### config.mk
export PLATFORM = sky130hd
export DESIGN_NAME = pgpc_pin_config
export DESIGN_NICKNAME = d
export VERILOG_FILES = /design/src/rtl/pgpc_pkg.sv /design/src/rtl/pgpc_edge_detect.sv /design/src/rtl/pgpc_out_mux.sv /design/src/rtl/pgpc_pin_config.sv
export VERILOG_INCLUDE_DIRS = /design/src /design/src/rtl
export SDC_FILE = /design/constraint.sdc
export NUM_CORES = 1
export LEC_CHECK = 0
export BUFFER_PORTS_ARGS = -buffer_cell sky130_fd_sc_hd__buf_2
export CAP_MARGIN = 30
export CORE_MARGIN = 1.5
export CORE_UTILIZATION = 57
export DETAILED_ROUTE_END_ITERATION = 12
export PLACE_DENSITY = 0.85
export SLEW_MARGIN = 20
export SYNTH_ARGS = -nofsm -noshare
export SYNTH_HDL_FRONTEND = slang
export SYNTH_SLANG_ARGS = --single-unit
export TNS_END_PERCENT = 100
### constraint.sdc
create_clock -name i_core_clk -period 2.7 [get_ports i_core_clk]
set_clock_uncertainty 0.05 [all_clocks]
set_input_delay 0.135 -clock i_core_clk [delete_from_list [all_inputs] [get_ports i_core_clk]]
set_output_delay 0.135 -clock i_core_clk [all_outputs]
set_load 0.01 [all_outputs]
### src/rtl/pgpc_map.svh
/*
 * register offsets, field positions and reset values of the pin-control block.
 * assumes a plain register port with word addresses.
 */
`ifndef PGPC_MAP_SVH
`define PGPC_MAP_SVH

// ****************************************
// register offsets
// ****************************************
`define PGPC_PIN_A_CTRL_OFS   16'h403b
`define PGPC_PIN_B_CTRL_OFS   16'h403c
`define PGPC_IRQ_STAT_OFS     16'h4040
`define PGPC_IRQ_CLR_OFS      16'h4041
`define PGPC_IRQ_EN_OFS       16'h4042
`define PGPC_PIN_DATA_OFS     16'h4043

// ****************************************
// field positions
// ****************************************
`define PGPC_DIR_BIT          15
`define PGPC_PULL_HI          14
`define PGPC_PULL_LO          13
`define PGPC_IRQ_MODE_BIT     12
`define PGPC_SUPPLY_BIT       11
`define PGPC_POL_BIT          10
`define PGPC_OD_BIT           9
`define PGPC_ENA_BIT          7
`define PGPC_FN_HI            3
`define PGPC_FN_LO            0

// ****************************************
// reset values and masks
// ****************************************
`define PGPC_CTRL_RESET       16'ha400
`define PGPC_CTRL_WMASK       16'hfe8f

`endif

### src/rtl/pgpc_pkg.sv
/*
 * types shared by the pin-control block.
 * assumes nothing beyond the map header.
 */
package pgpc_pkg;

    typedef enum logic [1:0] {
        PGPC_PULL_NONE = 2'h0,
        PGPC_PULL_DOWN = 2'h1,
        PGPC_PULL_UP   = 2'h2,
        PGPC_PULL_RSVD = 2'h3
    } pgpc_pull_t;

    typedef enum logic [3:0] {
        PGPC_OFN_DATA     = 4'h0,
        PGPC_OFN_OSC32K   = 4'h1,
        PGPC_OFN_ON       = 4'h2,
        PGPC_OFN_SLEEP    = 4'h3,
        PGPC_OFN_PSCHG    = 4'h4,
        PGPC_OFN_VSDONE1  = 4'h8,
        PGPC_OFN_VSDONE2  = 4'h9,
        PGPC_OFN_EXTEN1   = 4'ha,
        PGPC_OFN_EXTEN2   = 4'hb,
        PGPC_OFN_SYSGOOD  = 4'hc,
        PGPC_OFN_PWRGOOD  = 4'hd,
        PGPC_OFN_CLK2M    = 4'he,
        PGPC_OFN_AUXRST   = 4'hf
    } pgpc_out_fn_t;

    typedef enum logic [2:0] {
        PGPC_ST_OFF = 3'b001,
        PGPC_ST_IN  = 3'b010,
        PGPC_ST_OUT = 3'b100
    } pgpc_state_t;

endpackage : pgpc_pkg

### src/rtl/pgpc_edge_detect.sv
/*
 * edge detector for one pin input feeding the pin interrupt.
 * assumes the pin level is already synchronous to the clock.
 */
module pgpc_edge_detect (
    input  wire logic i_core_clk,
    input  wire logic i_rst_n,
    input  wire logic i_level,
    input  wire logic i_polarity,
    input  wire logic i_both_edges,
    input  wire logic i_arm,
    output logic      o_event
);
    logic level_q;
    logic rise;
    logic fall;

    always_ff @(posedge i_core_clk) begin
        if (!i_rst_n) begin
            level_q <= 1'b0;
        end else begin
            level_q <= i_level;
        end
    end

    assign rise = i_level & ~level_q;
    assign fall = ~i_level & level_q;

    always_comb begin
        if (!i_arm) begin
            o_event = 1'b0;
        end else if (i_both_edges) begin
            o_event = rise | fall;
        end else if (i_polarity) begin
            o_event = rise;
        end else begin
            o_event = fall;
        end
    end
endmodule : pgpc_edge_detect

### src/rtl/pgpc_out_mux.sv
/*
 * output function selector for one pin.
 * assumes all source signals are synchronous to the clock.
 */
module pgpc_out_mux (
    input  wire logic [3:0]  i_fn,
    input  wire logic        i_data,
    input  wire logic        i_osc32k,
    input  wire logic        i_on_state,
    input  wire logic        i_sleep_state,
    input  wire logic        i_pwr_change,
    input  wire logic [1:0]  i_vs_done,
    input  wire logic [1:0]  i_ext_en,
    input  wire logic        i_system_supply_good,
    input  wire logic        i_converter_power_good,
    input  wire logic        i_clk2m,
    input  wire logic        i_aux_rst,
    output logic             o_level
);
    always_comb begin
        case (pgpc_pkg::pgpc_out_fn_t'(i_fn))
            pgpc_pkg::PGPC_OFN_DATA:    o_level = i_data;
            pgpc_pkg::PGPC_OFN_OSC32K:  o_level = i_osc32k;
            pgpc_pkg::PGPC_OFN_ON:      o_level = i_on_state;
            pgpc_pkg::PGPC_OFN_SLEEP:   o_level = i_sleep_state;
            pgpc_pkg::PGPC_OFN_PSCHG:   o_level = i_pwr_change;
            pgpc_pkg::PGPC_OFN_VSDONE1: o_level = i_vs_done[0];
            pgpc_pkg::PGPC_OFN_VSDONE2: o_level = i_vs_done[1];
            pgpc_pkg::PGPC_OFN_EXTEN1:  o_level = i_ext_en[0];
            pgpc_pkg::PGPC_OFN_EXTEN2:  o_level = i_ext_en[1];
            pgpc_pkg::PGPC_OFN_SYSGOOD: o_level = i_system_supply_good;
            pgpc_pkg::PGPC_OFN_PWRGOOD: o_level = i_converter_power_good;
            pgpc_pkg::PGPC_OFN_CLK2M:   o_level = i_clk2m;
            pgpc_pkg::PGPC_OFN_AUXRST:  o_level = i_aux_rst;
            // reserved codes 5..7 hold the pin at its inactive level
            default:                    o_level = 1'b0;
        endcase
    end
endmodule : pgpc_out_mux

### src/rtl/pgpc_pin_config.sv
/*
 * two-pin configuration block: control registers, pad controls,
 * input function decode, output function select and pin interrupts.
 * assumes a one-cycle register port and pins synchronous to i_core_clk.
 */
// The strobed register port was decided locally.
// Contract
// - enable 0 tristates pin; direction 1 input, 0 output, resets input
// - pull field 00 none, 01 down, 10 up, 11 reserved, resets down
// - edge mode 0: one edge, rising if polarity 1, falling otherwise
// - edge mode 1: interrupt on both edges whatever the polarity
// - polarity 0 inverted active low, 1 active high, resets to 1
// - open-drain bit 0 push-pull, 1 open drain, resets push-pull
// - supply bit 0 digital io supply, 1 alternative supply, resets 0
// - input codes 0..4: gpio long/short, on-off, sleep-wake, sleep-wake long
// - input codes 5..9: sleep, power-on, watchdog reset, scale select 1,2
// - input codes 10..15: hw enables, hw controls, hw controls long debounce
// - output codes 0..4: data, 32k clock, on, sleep, state change; 5..7 reserved
// - output codes 8..15: scale done, ext enables, goods, 2MHz, aux reset
// - two identical pin registers at consecutive addresses
module pgpc_pin_config (
    input  wire logic        i_core_clk,
    input  wire logic        i_rst_n,
    input  wire logic [15:0] i_addr,
    input  wire logic [15:0] i_wdata,
    input  wire logic        i_wr,
    input  wire logic        i_rd,
    output logic      [15:0] o_rdata,
    output logic             o_irq,
    input  wire logic [1:0]  i_pin,
    output logic      [1:0]  o_pin,
    output logic      [1:0]  o_pin_oe,
    output logic      [1:0]  o_pull_up_en,
    output logic      [1:0]  o_pull_down_en,
    output logic      [1:0]  o_supply_alt_sel,
    input  wire logic        i_osc32k,
    input  wire logic        i_on_state,
    input  wire logic        i_sleep_state,
    input  wire logic        i_pwr_change,
    input  wire logic [1:0]  i_vs_done,
    input  wire logic [1:0]  i_ext_en,
    input  wire logic        i_system_supply_good,
    input  wire logic        i_converter_power_good,
    input  wire logic        i_clk2m,
    input  wire logic        i_aux_rst,
    output logic             o_gpio_in_long,
    output logic             o_gpio_in,
    output logic             o_on_off_req,
    output logic             o_sleep_wake_req,
    output logic             o_sleep_wake_req_long,
    output logic             o_sleep_req,
    output logic             o_power_on_req,
    output logic             o_watchdog_rst,
    output logic             o_voltage_scale_sel_one,
    output logic             o_voltage_scale_sel_two,
    output logic      [1:0]  o_hw_enable,
    output logic      [1:0]  o_hw_control,
    output logic      [1:0]  o_hw_control_long
);

    `include "pgpc_map.svh"

    // ****************************************
    // control registers
    // ****************************************
    logic [15:0] ctrl_q [2];
    logic [1:0]  data_q;
    logic [1:0]  irq_stat_q;
    logic [1:0]  irq_en_q;
    logic [1:0]  irq_evt;
    logic [15:0] rdata_q;
    logic        wr_a;
    logic        wr_b;

    assign wr_a = i_wr && (i_addr == `PGPC_PIN_A_CTRL_OFS);
    assign wr_b = i_wr && (i_addr == `PGPC_PIN_B_CTRL_OFS);

    always_ff @(posedge i_core_clk) begin
        if (!i_rst_n) begin
            ctrl_q[0] <= `PGPC_CTRL_RESET;
        end else if (wr_a) begin
            ctrl_q[0] <= i_wdata & `PGPC_CTRL_WMASK;
        end
    end

    always_ff @(posedge i_core_clk) begin
        if (!i_rst_n) begin
            ctrl_q[1] <= `PGPC_CTRL_RESET;
        end else if (wr_b) begin
            ctrl_q[1] <= i_wdata & `PGPC_CTRL_WMASK;
        end
    end

    always_ff @(posedge i_core_clk) begin
        if (!i_rst_n) begin
            data_q <= 2'h0;
        end else if (i_wr && (i_addr == `PGPC_PIN_DATA_OFS)) begin
            data_q <= i_wdata[1:0];
        end
    end

    always_ff @(posedge i_core_clk) begin
        if (!i_rst_n) begin
            irq_en_q <= 2'h0;
        end else if (i_wr && (i_addr == `PGPC_IRQ_EN_OFS)) begin
            irq_en_q <= i_wdata[1:0];
        end
    end

    // a new edge wins over a clear in the same cycle
    always_ff @(posedge i_core_clk) begin
        if (!i_rst_n) begin
            irq_stat_q <= 2'h0;
        end else if (i_wr && (i_addr == `PGPC_IRQ_CLR_OFS)) begin
            irq_stat_q <= (irq_stat_q & ~i_wdata[1:0]) | irq_evt;
        end else begin
            irq_stat_q <= irq_stat_q | irq_evt;
        end
    end

    always_ff @(posedge i_core_clk) begin
        if (!i_rst_n) begin
            o_irq <= 1'b0;
        end else begin
            o_irq <= |((irq_stat_q | irq_evt) & irq_en_q);
        end
    end

    // ****************************************
    // register read port
    // ****************************************
    always_ff @(posedge i_core_clk) begin
        if (!i_rst_n) begin
            rdata_q <= 16'h0000;
        end else if (!i_rd) begin
            rdata_q <= 16'h0000;
        end else if (i_addr == `PGPC_PIN_A_CTRL_OFS) begin
            rdata_q <= ctrl_q[0];
        end else if (i_addr == `PGPC_PIN_B_CTRL_OFS) begin
            rdata_q <= ctrl_q[1];
        end else if (i_addr == `PGPC_IRQ_STAT_OFS) begin
            rdata_q <= {14'h0000, irq_stat_q};
        end else if (i_addr == `PGPC_IRQ_EN_OFS) begin
            rdata_q <= {14'h0000, irq_en_q};
        end else if (i_addr == `PGPC_PIN_DATA_OFS) begin
            rdata_q <= {12'h000, i_pin, data_q};
        end else begin
            // clear register and unmapped addresses read zero
            rdata_q <= 16'h0000;
        end
    end

    assign o_rdata = rdata_q;

    // ****************************************
    // per-pin pad control and interrupts
    // ****************************************
    logic [1:0]  mux_level;
    logic [3:0]  in_fn [2];
    pgpc_pkg::pgpc_state_t pin_state [2];

    genvar g;
    generate
        for (g = 0; g < 2; g++) begin : g_pin
            logic ena;
            logic is_in;
            logic pol;
            logic od;
            logic drive;
            pgpc_pkg::pgpc_pull_t pull;

            assign ena   = ctrl_q[g][`PGPC_ENA_BIT];
            assign is_in = ctrl_q[g][`PGPC_DIR_BIT];
            assign pol   = ctrl_q[g][`PGPC_POL_BIT];
            assign od    = ctrl_q[g][`PGPC_OD_BIT];
            assign pull  = pgpc_pkg::pgpc_pull_t'(ctrl_q[g][`PGPC_PULL_HI:`PGPC_PULL_LO]);
            assign in_fn[g] = ctrl_q[g][`PGPC_FN_HI:`PGPC_FN_LO];

            always_comb begin
                if (!ena) begin
                    pin_state[g] = pgpc_pkg::PGPC_ST_OFF;
                end else if (is_in) begin
                    pin_state[g] = pgpc_pkg::PGPC_ST_IN;
                end else begin
                    pin_state[g] = pgpc_pkg::PGPC_ST_OUT;
                end
            end

            pgpc_out_mux u_mux (
                .i_fn                   (in_fn[g]),
                .i_data                 (data_q[g]),
                .i_osc32k               (i_osc32k),
                .i_on_state             (i_on_state),
                .i_sleep_state          (i_sleep_state),
                .i_pwr_change           (i_pwr_change),
                .i_vs_done              (i_vs_done),
                .i_ext_en               (i_ext_en),
                .i_system_supply_good   (i_system_supply_good),
                .i_converter_power_good (i_converter_power_good),
                .i_clk2m                (i_clk2m),
                .i_aux_rst              (i_aux_rst),
                .o_level                (mux_level[g])
            );

            assign drive = pol ? mux_level[g] : ~mux_level[g];

            always_ff @(posedge i_core_clk) begin
                if (!i_rst_n) begin
                    o_pin[g]    <= 1'b0;
                    o_pin_oe[g] <= 1'b0;
                end else if (pin_state[g] != pgpc_pkg::PGPC_ST_OUT) begin
                    o_pin[g]    <= 1'b0;
                    o_pin_oe[g] <= 1'b0;
                end else if (od) begin
                    o_pin[g]    <= 1'b0;
                    o_pin_oe[g] <= ~drive;
                end else begin
                    o_pin[g]    <= drive;
                    o_pin_oe[g] <= 1'b1;
                end
            end

            always_ff @(posedge i_core_clk) begin
                if (!i_rst_n) begin
                    o_pull_up_en[g]     <= 1'b0;
                    o_pull_down_en[g]   <= 1'b0;
                    o_supply_alt_sel[g] <= 1'b0;
                end else begin
                    o_pull_up_en[g]     <= (pull == pgpc_pkg::PGPC_PULL_UP);
                    o_pull_down_en[g]   <= (pull == pgpc_pkg::PGPC_PULL_DOWN);
                    o_supply_alt_sel[g] <= ctrl_q[g][`PGPC_SUPPLY_BIT];
                end
            end

            pgpc_edge_detect u_edge (
                .i_core_clk   (i_core_clk),
                .i_rst_n      (i_rst_n),
                .i_level      (i_pin[g]),
                .i_polarity   (pol),
                .i_both_edges (ctrl_q[g][`PGPC_IRQ_MODE_BIT]),
                .i_arm        (pin_state[g] == pgpc_pkg::PGPC_ST_IN),
                .o_event      (irq_evt[g])
            );
        end
    endgenerate

    // ****************************************
    // input function decode
    // ****************************************
    // pin a has priority when both pins pick the same function
    logic [15:0] fn_hit;
    logic [15:0] fn_lvl;

    always_comb begin
        fn_hit = 16'h0000;
        fn_lvl = 16'h0000;
        for (int p = 1; p >= 0; p--) begin
            if (pin_state[p] == pgpc_pkg::PGPC_ST_IN) begin
                fn_hit[in_fn[p]] = 1'b1;
                // active level follows polarity
                fn_lvl[in_fn[p]] = ctrl_q[p][`PGPC_POL_BIT] ? i_pin[p] : ~i_pin[p];
            end
        end
    end

    // debounce lives outside; these are qualified levels only
    // codes 0..15
    always_ff @(posedge i_core_clk) begin
        if (!i_rst_n) begin
            o_gpio_in_long          <= 1'b0;
            o_gpio_in               <= 1'b0;
            o_on_off_req            <= 1'b0;
            o_sleep_wake_req        <= 1'b0;
            o_sleep_wake_req_long   <= 1'b0;
            o_sleep_req             <= 1'b0;
            o_power_on_req          <= 1'b0;
            o_watchdog_rst          <= 1'b0;
            o_voltage_scale_sel_one <= 1'b0;
            o_voltage_scale_sel_two <= 1'b0;
            o_hw_enable             <= 2'h0;
            o_hw_control            <= 2'h0;
            o_hw_control_long       <= 2'h0;
        end else begin
            o_gpio_in_long          <= fn_hit[0] & fn_lvl[0];
            o_gpio_in               <= fn_hit[1] & fn_lvl[1];
            o_on_off_req            <= fn_hit[2] & fn_lvl[2];
            o_sleep_wake_req        <= fn_hit[3] & fn_lvl[3];
            o_sleep_wake_req_long   <= fn_hit[4] & fn_lvl[4];
            o_sleep_req             <= fn_hit[5] & fn_lvl[5];
            o_power_on_req          <= fn_hit[6] & fn_lvl[6];
            o_watchdog_rst          <= fn_hit[7] & fn_lvl[7];
            o_voltage_scale_sel_one <= fn_hit[8] & fn_lvl[8];
            o_voltage_scale_sel_two <= fn_hit[9] & fn_lvl[9];
            o_hw_enable             <= fn_hit[11:10] & fn_lvl[11:10];
            o_hw_control            <= fn_hit[13:12] & fn_lvl[13:12];
            o_hw_control_long       <= fn_hit[15:14] & fn_lvl[15:14];
        end
    end

endmodule : pgpc_pin_config

==> flow_summary_export.csv <==
group,metric,value,unit
status,run_status,"finished clean",
worst_setup_path,cp_data_required_time,2.92,ns
min_path,hold_depth,2,
synth,synth_top_family_by_area,"simple AND/OR/NAND/NOR gates",
synth,synth_warnings,0,
synth,synthMuxAreaShare,4.55,%
synth,synth_edf_count,24,
drt,firstDrtPassIters,5,
global_routing,grtUsageTotal,25.9,%
floorplanning,fp.dieH,82.5,um
min_path,hp-class,"input port to flip-flop",
drt,vias,3057,
worst_setup_path,crit_path_start_kind,"flip-flop",
synth,ys_top_cells_by_area,"dfxtp_1, edfxtp_1, and2_1",
global_routing,antenna_found_initial,0,
drt,drt_iter0_markers,302,
worst_setup_path,r2r_cells,5,
timing,period_minus_slack,2.14,ns
synth,synth_top_flop_cell,"dfxtp_1",
cells_and_area,syn2layout_area_growth,16.6,%
power,p_total,0.00225,W
clock_tree,cts_buffers,9,
floorplanning,rows,28,
synth,synth.distinct_cells,63,
timing,final_max_slew_viol_count,0,
synth,synthAdderAreaFrac,1.39,%
cells_and_area,final_common_cell,"buf_2",
timing,finalHoldViolations,0,
clock_tree,post_cts_buffers,0,
timing,setup_viol,0,
global_routing,grt_pass1_wl,13.1,mm
placement,dp.cells,494,
floorplanning,die_area,6810,um2
cells_and_area,fin_cells,512,
power,leakagePower,1.67,nW
clock_tree,clk_path_buf_depth,2,
clock_tree,ctsHoldBuffers,2,
global_routing,grt-ovfl-total,0,
timing,maxClockFrequency,466,MHz
worst_setup_path,cp.arrival,2.36,ns
clock_tree,clk-insertion-delay-late,0.35,ns
placement,place_ws,0.526,ns
clock_tree,ctsResizeCount,0,
timing,max_slew.worst_pin.slew,0.879,ns
synth,syn_area_per_cell,10.2,um2
cells_and_area,final_cell_mix,"buf_2, dfxtp_1, nand2_1",
worst_setup_path,end_kind,"flip-flop",
synth,synth_top_area_share,26.1,%
global_routing,grt_pass1_vias,2843,
drt,drc,0,
synth,synth_seq_area_share,46.1,%
power,powerDensity,536,nW/um2
cells_and_area,drive_above_1_share,30.2,%
synth,netlist_area,3600,um2
floorplanning,start_util,59.8,%
clock_tree,cts.clk_slew.worst_paths,0.08,ns
timing,slew_headroom,40.9,%
drt,avgViaCountPerCell,5.97,
timing,rsz0062_at_grt,"no",
floorplanning,die_w,82.5,um
synth,synth-compound-area-share,12.2,%
floorplanning,pin_count,93,
flow_run,maxCapViolations,0,
worst_setup_path,cp_max_fo,14,
synth,synth-simple-area-share,29.1,%
cells_and_area,layout.nets,486,
clock_tree,htreeDepth,3,
power,peakVddDrop,351,uV
placement,io_buffers,84,
worst_setup_path,critPathKind,"flip-flop to flip-flop",
placement,gp_congestion,0.905,
timing,finalCritPeriodShare,79.4,%
cells_and_area,fillerInstances,454,
synth,synth-async-reset-ratio,0,%
synth,synthCells,354,
global_routing,grt_max_degree,39,
synth,synth_xor_xnor_area_share,0.972,%
drt,post_drt_wl_per_cell,16.5,um
drt,wl,8.42,mm
timing,setup_tns,0,ns
drt,antenna_left,0,
clock_tree,root_buffer,"clkbuf_8",
synth,synth_seq_cells,71,
synth,synth_top_area_cell,"dfxtp_1",
placement,place_hpwl,5.96,mm
clock_tree,cts_tree,"built",
timing,finalWorstSetupSlack,0.556,ns
cells_and_area,diodes,0,
floorplanning,core_area,6030,um2
clock_tree,cts.sinks,71,
-- sequential cells by signal (all words and copies together) (netlist names), 2 cells and up --
register	count
ctrl_q	24
o_rdata	12
data_q	2
g_pin.u_edge.level_q	2
irq_en_q	2
irq_stat_q	2
o_hw_control	2
o_hw_control_long	2
o_hw_enable	2
o_pin	2
o_pin_oe	2
o_pull_down_en	2
o_pull_up_en	2
o_supply_alt_sel	2
-- path summary, 6_finish.rpt --
kind | slack (ns) | startpoint | end
setup / recovery | 0.56 | ctrl_q[1][1] | o_pin[1]
setup reg to reg | 0.56 | ctrl_q[1][1] | o_pin[1]
hold reg to reg | 0.41 | ctrl_q[1][10] | o_pull_down_en[1]
hold / removal | 0.01 | i_wdata[12] | ctrl_q[0][8]
-- power by group --
part,switching (W),internal [W]
Combinational,0.000113,0.0000919
Sequential,0.0000436,0.00113
Clock,0.000435,0.000436
-- through the flow --
step,instance area [um2],hold WS [ns],util (%)
after floorplan,3610,0.207,-
after global placement,3980,0.366,66.1
after detailed placement,3980,0.364,66.1
after CTS,4200,0.00305,69.7
after global routing,4200,0.0109,69.7
final,4200,0.0137,69.7
-- cell families after synthesis --
family	count (synthesis)
and+or+nand+nor	173
xor gates and xnor gates	4
DFF	71
muxes	14
AOI/OAI and AO/OA	54
buffers and inverters	33
adders and majority gates	4
other	1
-- layout make-up --
type	instances	area [um2]	area share, %
multi-input cells	253	1750	41.7
flip-flops and latches	71	1660	39.5
repair buffers	89	463	11.0
clock buffers	9	124	2.95
well taps	75	93.8	2.23
clock inverters	7	78.8	1.88
inverters	8	30.0	0.714
-- cells in the mapped netlist, types with 3 or more instances --
library cell,count
a21boi_0,15
a21oi_1,4
a22oi_1,8
a31oi_1,4
and2_1,23
and3b_1,3
buf_2,5
buf_4,7
clkbuf_1,8
clkbuf_8,3
dfxtp_1,47
edfxtp_1,24
ha_1,4
inv_1,8
mux2_2,5
mux2i_1,7
nand2_1,37
nand3_1,27
nand3b_1,8
nand4_1,8
nor2_1,20
nor2_4,4
nor2b_1,8
nor3_1,4
nor3b_1,3
o2111ai_1,3
o21ai_0,3
or3_1,8
-- worst max-delay path, stage by stage, from the launching register on --
cell and delay (ns):
edfxtp_1 0.69, mux2_4 0.35, o211ai_2 0.15, a41oi_2 0.18, or3_1 0.41, a211oi_2 0.24
-- metal layers --
layer / global-route usage [%] / wire length (um) / up-vias
met1: 30.8 / 3410 / 1439
met2: 45.8 / 4170 / 165
met5: 0 / 0 / -
met4: 9.67 / 166 / 0
met3: 5.60 / 679 / 19
li1: - / - / 1434
Power figures use the tool's default switching activity.
